**src/verilog/csf_pkg.sv**
```systemverilog
// constants, field layout and carriers of the codec slot data fifos
// Contract
// - connection field 00 off, 10 link
// - bit 3 picks single or paired stream
// - slot codes 3..11, 12 single only
// - paired mode serves slot and next, left first
// - starved slot request sets underflow, invalid word
// - underflow bit 15 sticky, write one clears
// - word into full receive fifo lost, overflow
// - overflow bit 15 sticky, write one clears
// - transmit level when words left equal mark
// - receive level once mark plus one words
// - bit 11 enables dma servicing
// - transmit full flag bit 13, read only
// - transmit empty flag read only, bit 14
// - receive full bit 13, empty bit 14
// - eight by sixteen, two each direction
// - data register per fifo, irq or dma
package csf_pkg;
    localparam int FIFO_W = 16;
    localparam int FIFO_D = 8;
    localparam int NUM_FIFO = 2;
    localparam int ADDR_W = 3;
    localparam int SLOT_W = 4;

    // control register fields
    localparam int CE_LO = 0;
    localparam int CE_HI = 1;
    localparam int PAIR_BIT = 3;
    localparam int SLOT_LO = 4;
    localparam int SLOT_HI = 7;
    localparam int MARK_LO = 8;
    localparam int MARK_HI = 10;
    localparam int DMA_BIT = 11;
    localparam int FULL_BIT = 13;
    localparam int EMPTY_BIT = 14;
    localparam int STICKY_BIT = 15;
    localparam logic [1:0] CE_OFF = 2'h0;
    localparam logic [1:0] CE_LINK = 2'h2;
    localparam logic [15:0] CTL_RESET = 16'h0000;
    // bits 11:3 and 1:0 are stored; bit 2 and 12 read zero
    localparam logic [15:0] CTL_WR_MASK = 16'h0ffb;
    localparam logic [SLOT_W-1:0] SLOT_FIRST = 4'h3;
    localparam logic [SLOT_W-1:0] SLOT_PAIR_LAST = 4'hb;
    localparam logic [SLOT_W-1:0] SLOT_LAST = 4'hc;

    // register indices on the peripheral register port
    localparam logic [ADDR_W-1:0] REG_TX0_CTL = 3'h0;
    localparam logic [ADDR_W-1:0] REG_TX0_DATA = 3'h1;
    localparam logic [ADDR_W-1:0] REG_TX1_CTL = 3'h2;
    localparam logic [ADDR_W-1:0] REG_TX1_DATA = 3'h3;
    localparam logic [ADDR_W-1:0] REG_RX0_CTL = 3'h4;
    localparam logic [ADDR_W-1:0] REG_RX0_DATA = 3'h5;
    localparam logic [ADDR_W-1:0] REG_RX1_CTL = 3'h6;
    localparam logic [ADDR_W-1:0] REG_RX1_DATA = 3'h7;

    typedef struct packed {
        logic wr;
        logic rd;
        logic [ADDR_W-1:0] addr;
        logic [FIFO_W-1:0] wdata;
    } csf_reg_req_t;

    typedef struct packed {
        logic valid;
        logic [SLOT_W-1:0] slot;
    } csf_slot_req_t;

    typedef struct packed {
        logic valid;
        logic [SLOT_W-1:0] slot;
        logic [FIFO_W-1:0] data;
    } csf_rx_word_t;

    typedef struct packed {
        logic ans;
        logic ok;
        logic [FIFO_W-1:0] data;
    } csf_tx_ans_t;

    typedef struct packed {
        logic [NUM_FIFO-1:0][FIFO_W-1:0] tx_ctl;
        logic [NUM_FIFO-1:0][FIFO_W-1:0] rx_ctl;
        logic [NUM_FIFO-1:0] tx_under;
        logic [NUM_FIFO-1:0] rx_over;
        logic [FIFO_W-1:0] rdata;
        csf_tx_ans_t tx_ans;
        logic [NUM_FIFO-1:0] tx_irq;
        logic [NUM_FIFO-1:0] rx_irq;
        logic [NUM_FIFO-1:0] tx_dma;
        logic [NUM_FIFO-1:0] rx_dma;
        logic [NUM_FIFO-1:0] tx_rdy;
        logic [NUM_FIFO-1:0] rx_rdy;
    } csf_state_t;
endpackage

```
**src/verilog/csf_fifo.sv**
```systemverilog
// parameterised synchronous fifo with valid/ready on both sides
`timescale 1ns/1ps
module csf_fifo
    import csf_pkg::*;
#(
    parameter int WIDTH = FIFO_W,
    parameter int DEPTH = FIFO_D
)
(
    // clock and reset
    input wire logic clk,
    input wire logic rst,
    // fill side
    input wire logic in_valid,
    output logic in_ready,
    input wire logic [WIDTH-1:0] in_data,
    // drain side
    output logic out_valid,
    input wire logic out_ready,
    output logic [WIDTH-1:0] out_data,
    // level
    output logic [$clog2(DEPTH+1)-1:0] count,
    output logic full,
    output logic empty
);
    localparam int PW = $clog2(DEPTH);
    localparam int CW = $clog2(DEPTH+1);
    localparam logic [PW-1:0] LAST = PW'(DEPTH - 1);
    localparam logic [CW-1:0] CNT_FULL = CW'(DEPTH);

    typedef struct packed {
        logic [DEPTH-1:0][WIDTH-1:0] mem;
        logic [PW-1:0] wr;
        logic [PW-1:0] rd;
        logic [CW-1:0] cnt;
    } csf_fifo_state_t;

    csf_fifo_state_t st_ff;
    csf_fifo_state_t nxt_st;
    logic push;
    logic pop;

    assign full = (st_ff.cnt == CNT_FULL);
    assign empty = (st_ff.cnt == '0);
    assign in_ready = !full;
    assign out_valid = !empty;
    assign out_data = st_ff.mem[st_ff.rd];
    assign count = st_ff.cnt;
    assign push = in_valid && !full;
    assign pop = out_ready && !empty;

    always_comb
    begin
        nxt_st = st_ff;
        if (push)
        begin
            nxt_st.mem[st_ff.wr] = in_data;
            nxt_st.wr = (st_ff.wr == LAST) ? '0 : st_ff.wr + 1'b1;
        end
        if (pop)
        begin
            nxt_st.rd = (st_ff.rd == LAST) ? '0 : st_ff.rd + 1'b1;
        end
        if (push && !pop)
        begin
            nxt_st.cnt = st_ff.cnt + 1'b1;
        end
        else if (pop && !push)
        begin
            nxt_st.cnt = st_ff.cnt - 1'b1;
        end
    end

    always_ff @(posedge clk)
    begin
        if (rst)
        begin
            st_ff <= '0;
        end
        else
        begin
            st_ff <= nxt_st;
        end
    end
endmodule

```
**src/verilog/csf_slot_fifo.sv**
```systemverilog
// codec slot data fifos: two transmit and two receive, with control registers
`timescale 1ns/1ps
module csf_slot_fifo
    import csf_pkg::*;
#(
    parameter int DEPTH = FIFO_D
)
(
    // clock and reset
    input wire logic clk,
    input wire logic rst,
    // peripheral register port
    input wire csf_reg_req_t pr_req,
    output logic [FIFO_W-1:0] pr_rdata,
    output logic [NUM_FIFO-1:0] pr_tx_ready,
    // core service requests
    output logic [NUM_FIFO-1:0] tx_irq,
    output logic [NUM_FIFO-1:0] rx_irq,
    output logic [NUM_FIFO-1:0] tx_dma_req,
    output logic [NUM_FIFO-1:0] rx_dma_req,
    // link transmit slot request and answer
    input wire csf_slot_req_t lk_tx_req,
    output csf_tx_ans_t lk_tx_ans,
    // link receive slot words
    input wire csf_rx_word_t lk_rx_word,
    output logic [NUM_FIFO-1:0] lk_rx_ready
);
    localparam int CW = $clog2(DEPTH+1);

    // a slot belongs to this fifo only while linked and on a legal code
    function automatic logic slot_hit(input logic [FIFO_W-1:0] ctl,
                                      input logic [SLOT_W-1:0] slot);
        logic [SLOT_W-1:0] base;
        logic hit;
        base = ctl[SLOT_HI:SLOT_LO];
        hit = 1'b0;
        if (ctl[CE_HI:CE_LO] == CE_LINK)
        begin
            if (ctl[PAIR_BIT])
            begin
                hit = (base >= SLOT_FIRST) && (base <= SLOT_PAIR_LAST)
                      && ((slot == base) || (slot == base + 4'h1));
            end
            else
            begin
                hit = (base >= SLOT_FIRST) && (base <= SLOT_LAST)
                      && (slot == base);
            end
        end
        return hit;
    endfunction

    function automatic logic [FIFO_W-1:0] ctl_view(input logic [FIFO_W-1:0] ctl,
                                                 input logic sticky,
                                                 input logic empty,
                                                 input logic full);
        logic [FIFO_W-1:0] v;
        v = ctl & CTL_WR_MASK;
        v[STICKY_BIT] = sticky;
        v[EMPTY_BIT] = empty;
        v[FULL_BIT] = full;
        return v;
    endfunction

    csf_state_t st_ff;
    csf_state_t nxt_st;

    logic [NUM_FIFO-1:0] txf_push;
    logic [NUM_FIFO-1:0] txf_pop;
    logic [NUM_FIFO-1:0] txf_full;
    logic [NUM_FIFO-1:0] txf_empty;
    logic [NUM_FIFO-1:0][FIFO_W-1:0] txf_data;
    logic [NUM_FIFO-1:0][CW-1:0] txf_cnt;
    logic [NUM_FIFO-1:0] rxf_push;
    logic [NUM_FIFO-1:0] rxf_pop;
    logic [NUM_FIFO-1:0] rxf_full;
    logic [NUM_FIFO-1:0] rxf_empty;
    logic [NUM_FIFO-1:0][FIFO_W-1:0] rxf_data;
    logic [NUM_FIFO-1:0][CW-1:0] rxf_cnt;

    // eight words of sixteen bits per fifo, two in each direction
    genvar g;
    generate
        for (g = 0; g < NUM_FIFO; g++)
        begin : gen_fifo
            csf_fifo #(.WIDTH(FIFO_W), .DEPTH(DEPTH)) u_tx (
                .clk(clk),
                .rst(rst),
                .in_valid(txf_push[g]),
                .in_ready(),
                .in_data(pr_req.wdata),
                .out_valid(),
                .out_ready(txf_pop[g]),
                .out_data(txf_data[g]),
                .count(txf_cnt[g]),
                .full(txf_full[g]),
                .empty(txf_empty[g])
            );
            csf_fifo #(.WIDTH(FIFO_W), .DEPTH(DEPTH)) u_rx (
                .clk(clk),
                .rst(rst),
                .in_valid(rxf_push[g]),
                .in_ready(),
                .in_data(lk_rx_word.data),
                .out_valid(),
                .out_ready(rxf_pop[g]),
                .out_data(rxf_data[g]),
                .count(rxf_cnt[g]),
                .full(rxf_full[g]),
                .empty(rxf_empty[g])
            );
        end
    endgenerate

    always_comb
    begin
        logic found;
        logic lvl;
        logic [CW-1:0] mark;
        logic [ADDR_W-1:0] tx_ctl_a;
        logic [ADDR_W-1:0] tx_dat_a;
        logic [ADDR_W-1:0] rx_ctl_a;
        logic [ADDR_W-1:0] rx_dat_a;
        found = 1'b0;
        lvl = 1'b0;
        mark = '0;
        tx_ctl_a = '0;
        tx_dat_a = '0;
        rx_ctl_a = '0;
        rx_dat_a = '0;
        nxt_st = st_ff;
        nxt_st.tx_ans = '0;
        txf_push = '0;
        txf_pop = '0;
        rxf_push = '0;
        rxf_pop = '0;
        if (pr_req.rd)
        begin
            nxt_st.rdata = '0;
        end
        for (int i = 0; i < NUM_FIFO; i++)
        begin
            tx_ctl_a = (i == 0) ? REG_TX0_CTL : REG_TX1_CTL;
            tx_dat_a = (i == 0) ? REG_TX0_DATA : REG_TX1_DATA;
            rx_ctl_a = (i == 0) ? REG_RX0_CTL : REG_RX1_CTL;
            rx_dat_a = (i == 0) ? REG_RX0_DATA : REG_RX1_DATA;

            // register writes; reserved bit 2 and read-only flags are dropped
            if (pr_req.wr && pr_req.addr == tx_ctl_a)
            begin
                nxt_st.tx_ctl[i] = pr_req.wdata & CTL_WR_MASK;
                if (pr_req.wdata[STICKY_BIT])
                begin
                    nxt_st.tx_under[i] = 1'b0;
                end
            end
            if (pr_req.wr && pr_req.addr == rx_ctl_a)
            begin
                nxt_st.rx_ctl[i] = pr_req.wdata & CTL_WR_MASK;
                if (pr_req.wdata[STICKY_BIT])
                begin
                    nxt_st.rx_over[i] = 1'b0;
                end
            end
            // a write to a full transmit fifo is dropped; software checks ready
            txf_push[i] = pr_req.wr && (pr_req.addr == tx_dat_a) && !txf_full[i];
            rxf_pop[i] = pr_req.rd && (pr_req.addr == rx_dat_a);

            if (pr_req.rd && pr_req.addr == tx_ctl_a)
            begin
                nxt_st.rdata = ctl_view(st_ff.tx_ctl[i], st_ff.tx_under[i],
                                        txf_empty[i], txf_full[i]);
            end
            if (pr_req.rd && pr_req.addr == rx_ctl_a)
            begin
                nxt_st.rdata = ctl_view(st_ff.rx_ctl[i], st_ff.rx_over[i],
                                        rxf_empty[i], rxf_full[i]);
            end
            if (pr_req.rd && pr_req.addr == rx_dat_a)
            begin
                nxt_st.rdata = rxf_empty[i] ? '0 : rxf_data[i];
            end

            // transmit slot request: lowest matching fifo answers
            if (lk_tx_req.valid && !found && slot_hit(st_ff.tx_ctl[i], lk_tx_req.slot))
            begin
                found = 1'b1;
                nxt_st.tx_ans.ans = 1'b1;
                if (txf_empty[i])
                begin
                    nxt_st.tx_under[i] = 1'b1;
                end
                else
                begin
                    txf_pop[i] = 1'b1;
                    nxt_st.tx_ans.ok = 1'b1;
                    nxt_st.tx_ans.data = txf_data[i];
                end
            end

            // receive slot word; a full fifo loses it
            if (lk_rx_word.valid && slot_hit(st_ff.rx_ctl[i], lk_rx_word.slot))
            begin
                if (rxf_full[i] && !rxf_pop[i])
                begin
                    nxt_st.rx_over[i] = 1'b1;
                end
                else
                begin
                    rxf_push[i] = !rxf_full[i];
                    // a word meeting a read of the full fifo still cannot fit this cycle
                    nxt_st.rx_over[i] = st_ff.rx_over[i] || rxf_full[i];
                    if (pr_req.wr && pr_req.addr == rx_ctl_a && pr_req.wdata[STICKY_BIT]
                        && !rxf_full[i])
                    begin
                        nxt_st.rx_over[i] = 1'b0;
                    end
                end
            end

            // level conditions go to interrupt or dma by the enable bit
            mark = CW'(st_ff.tx_ctl[i][MARK_HI:MARK_LO]);
            lvl = (txf_cnt[i] == mark);
            nxt_st.tx_irq[i] = lvl && !st_ff.tx_ctl[i][DMA_BIT];
            nxt_st.tx_dma[i] = lvl && st_ff.tx_ctl[i][DMA_BIT];
            mark = CW'(st_ff.rx_ctl[i][MARK_HI:MARK_LO]) + CW'(1);
            lvl = (rxf_cnt[i] >= mark);
            nxt_st.rx_irq[i] = lvl && !st_ff.rx_ctl[i][DMA_BIT];
            nxt_st.rx_dma[i] = lvl && st_ff.rx_ctl[i][DMA_BIT];
            nxt_st.tx_rdy[i] = !txf_full[i];
            nxt_st.rx_rdy[i] = !rxf_full[i];
        end
    end

    always_ff @(posedge clk)
    begin
        if (rst)
        begin
            st_ff <= '{tx_ctl: {NUM_FIFO{CTL_RESET}}, rx_ctl: {NUM_FIFO{CTL_RESET}},
                       default: '0};
        end
        else
        begin
            st_ff <= nxt_st;
        end
    end

    assign pr_rdata = st_ff.rdata;
    assign pr_tx_ready = st_ff.tx_rdy;
    assign tx_irq = st_ff.tx_irq;
    assign rx_irq = st_ff.rx_irq;
    assign tx_dma_req = st_ff.tx_dma;
    assign rx_dma_req = st_ff.rx_dma;
    assign lk_tx_ans = st_ff.tx_ans;
    assign lk_rx_ready = st_ff.rx_rdy;
endmodule

```
**config.mk**
```make
export PLATFORM = sky130hd
export DESIGN_NAME = csf_slot_fifo
export DESIGN_NICKNAME = d
export VERILOG_FILES = /design/src/verilog/csf_pkg.sv /design/src/verilog/csf_fifo.sv /design/src/verilog/csf_slot_fifo.sv
export SDC_FILE = /design/constraint.sdc
export NUM_CORES = 2
export LEC_CHECK = 0
export BUFFER_PORTS_ARGS = -buffer_cell sky130_fd_sc_hd__buf_2
export CAP_MARGIN = 0
export CORE_ASPECT_RATIO = 1.25
export CORE_UTILIZATION = 29
export CTS_CLUSTER_SIZE = 30
export DETAILED_ROUTE_END_ITERATION = 12
export HOLD_SLACK_MARGIN = 0.03
export SLEW_MARGIN = 30
export SYNTH_ARGS = -nofsm -noshare
export SYNTH_HDL_FRONTEND = slang
export SYNTH_SLANG_ARGS = --single-unit
```
**constraint.sdc**
```tcl
create_clock -name clk -period 4.7 [get_ports clk]
set_clock_uncertainty 0.15 [all_clocks]
set_input_delay 0.235 -clock clk [delete_from_list [all_inputs] [get_ports clk]]
set_output_delay 0.235 -clock clk [all_outputs]
set_load 0.02 [all_outputs]
```
==> flow_metrics.tcl <==
set metrics [dict create \
    finalMaxSlewViolations 0 \
    synth-main-ff-cell "dfxtp_1" \
    clkSinkCount 646 \
    slew_headroom 0.3299 \
    fmax_ghz 0.2659 \
    die_h_um 357.7 \
    muxShareOfSynthArea 0.2853 \
    power_uw 11840 \
    syn_area_per_cell_sq_um 10.08 \
    crit_family "simple AND/OR/NAND/NOR gates" \
    fin_nets 2979 \
    coreArea_sq_um 100400 \
    synth_compound_area_frac 0.04992 \
    period_share 0.8003 \
    cp-end-kind "flop" \
    cp.arrival_ns 4.16 \
    wire_per_inst_um 18.26 \
    crit_fanout 6 \
    place_congestion 0.8298 \
    row_count 130 \
    min_path_cells 5 \
    min_period_ns 3.761 \
    synthSimpleGateAreaFrac 0.1340 \
    antenna_found_initial 12 \
    cp.required_ns 5.10 \
    synth_top_family_by_area "multiplexers" \
    viasPerCell 4.853 \
    grt_max_degree 187 \
    power.density_nw_per_um2 354.6 \
    dp_slack_ns 0.9323 \
    rsz0062_at_grt "no" \
    fp.dieW_um 286.6 \
    tightestPinTransition_ns 1.003 \
    synthesis.area_sq_um 29350 \
    start_util 0.2925 \
    syn_to_final_growth_pct 13.74 \
    critPathKind "reg2reg" \
    ys_async_sr_fraction 0 \
    crit_buf_inv 2 \
    dp_hpwl_mm 49.07 \
    ys_top_cells_by_area "dfxtp_1 (44%), mux2i_1 (18%), mux4_2 (9.8%)" \
    final_util 0.3327 \
    cts_tree "yes" \
    clock_latency_ns 0.62 \
    status "finished clean" \
    vdd_drop_max_mv 0.3099 \
    cp_cell_sequence "ha_1 > o311ai_1 > nor4_1 > or2_2 > nor4_2 > inv_1 > ha_1 > inv_1 > ha_1 > a21o_1 > a21oi_1 > xnor2_1 > or3_1 > a21oi_1" \
    ff2ff_path_depth 14 \
    syn_inst 2913 \
    ios 95 \
    clockBufferDepth 3 \
    fin_area_sq_um 33380 \
    slowest_stage "nor4_2" \
    grtUsageTotal 0.1509 \
    drive_gt1_frac 0.1488 \
    path_common_cell "ha_1" \
    grt_pass1_wl_mm 121.2 \
    via_count 20680 \
    drtPass1Iterations 5 \
    fin_tns_setup_ns 0 \
    cts.clk_slew.worst_paths_ns 0.06 \
    yosys.area.top_type "dfxtp_1" \
    synth-xor-area-share 0.01432 \
    finalHoldViolCount 0 \
    ys_seq_area_frac 0.4406 \
    leakagePower_uw 0.01403 \
    grt_pass1_vias 20280 \
    synthDistinctLibCells 66 \
    worstSetupStartpointType "flop" \
    drc_errors 0 \
    cp_slowest_stage_delay_ns 0.48 \
    placed_area_sq_um 30500 \
    ys_ff_latch 646 \
    fp.dieArea_sq_um 102500 \
    synth_top_cell_area_share 0.4406 \
    drt_wl_total_mm 77.79 \
    maxCapViolations 0 \
    synth.most_common_cell "dfxtp_1" \
    hold_path_class "in2reg" \
    synth_edf_count 0 \
    io_buffers 94 \
    cts_root_buffer "clkbuf_16" \
    setup_violations 0 \
    synthesis.nets 3012 \
    first_iter_violations 1390 \
    cts.htree.levels 3 \
    cts_buffers 74 \
    layout_setup_ws_ns 0.9387 \
    path_depth 14 \
    ant_nets 0 \
    grt-ovfl-total 0 \
    ys_top_cells_by_count "dfxtp_1 (646), nor2_1 (539), mux2i_1 (534)" \
    yosysWarnings 0 \
    synthAdderAreaFrac 0.02234 \
]
## kinds of logic (layout without fill, tap and decap cells)
| logic type | count (synthesis) | after routing |
|---|---|---|
| buffers and inverters | 324 | 347 |
| xor gates and xnor gates | 48 | 48 |
| AOI/OAI and AO/OA | 257 | 257 |
| DFF | 646 | 646 |
| and+or+nand+nor | 913 | 913 |
| adders and majority gates | 50 | 50 |
| other | 0 | 5 |
| muxes | 675 | 675 |
## cells in the final DEF, fill, tap and decap left out, types with 34 or more instances in the layout
cell | Yosys | final
dfxtp_1 | 646 | 639
nor2_1 | 539 | 539
mux2i_1 | 534 | 534
nand2_1 | 231 | 231
a21oi_1 | 144 | 144
mux4_2 | 128 | 128
buf_2 | 34 | 93
clkbuf_16 | 0 | 76
o21ai_0 | 51 | 51
buf_4 | 54 | 47
ha_1 | 46 | 46
dlygate4sd3_1 | 0 | 37
xnor2_1 | 34 | 34
## area by class of cell
class	instances	area, sq um
Antenna cell	5	12.51
Inverter	34	127.6
Clock buffer	117	2246
Sequential cell	646	12940
Clock inverter	15	246.5
Tap cell	1320	1652
Timing Repair Buffer	181	1255
Fill cell	10160	66970
Multi-Input combinational cell	1943	14900
## final timing paths
kind / start / endpoint / slack, ns
min reg2reg: gen_fifo[1].u_tx.st_ff[72] / gen_fifo[1].u_tx.st_ff[72] / 0.30
min: lk_rx_word[20] / st_ff[46] / 0.08
max: st_ff[86] / gen_fifo[1].u_tx.count[3] / 0.94
max reg2reg: st_ff[86] / gen_fifo[1].u_tx.count[3] / 0.94
## per-layer routing
| layer | up-vias | global-route usage | routed length, um |
|---|---|---|---|
| met3 | 136 | 0.03009 | 4939 |
| met4 | 16 | 0.04578 | 1888 |
| met5 | - | 0 | 112 |
| li1 | 9979 | - | - |
| met2 | 522 | 0.2428 | 35580 |
| met1 | 10030 | 0.2029 | 35270 |
## per-stage QoR
| step | instances | hold slack (ns) |
|---|---|---|
| after floorplan | 2913 | 0.2289 |
| after global routing | 4257 | 0.09927 |
| after global placement | 4087 | 0.2857 |
| after CTS | 4256 | 0.05596 |
| final | 4261 | 0.08085 |
| after detailed placement | 4087 | 0.2938 |
## power breakdown
part	internal, uW	switching, uW	leakage [uW]	total, uW
sequential	5510	28.9	0.00521	5530
clock	3470	2360	0.00121	5830
combinational	135	339	0.00761	475
## sequential cells by signal (all words and copies together), names as in the netlist
name	cells
gen_fifo.u_rx.count	8
gen_fifo.u_rx.st_ff	268
gen_fifo.u_tx.count	8
gen_fifo.u_tx.st_ff	268
lk_rx_ready	2
lk_tx_ans	18
pr_rdata	16
pr_tx_ready	2
rx_dma_req	2
rx_irq	2
st_ff	48
tx_dma_req	2
tx_irq	2
## tightest hold or removal path: stages
cell and delay [ns]:
buf_2 0.11, nand2_1 0.05, or3_1 0.16, nand4bb_1 0.16
a21oi_1 0.06
## timing repair
item / in CTS / in global routing
hold endpoints to repair: 512 / 0
gates resized for setup: 0 / 0
hold buffers: 37 / 0
setup endpoints to repair: 0 / 0
setup buffers: 0 / 0
No activity file was read; power rests on OpenSTA's default activity.
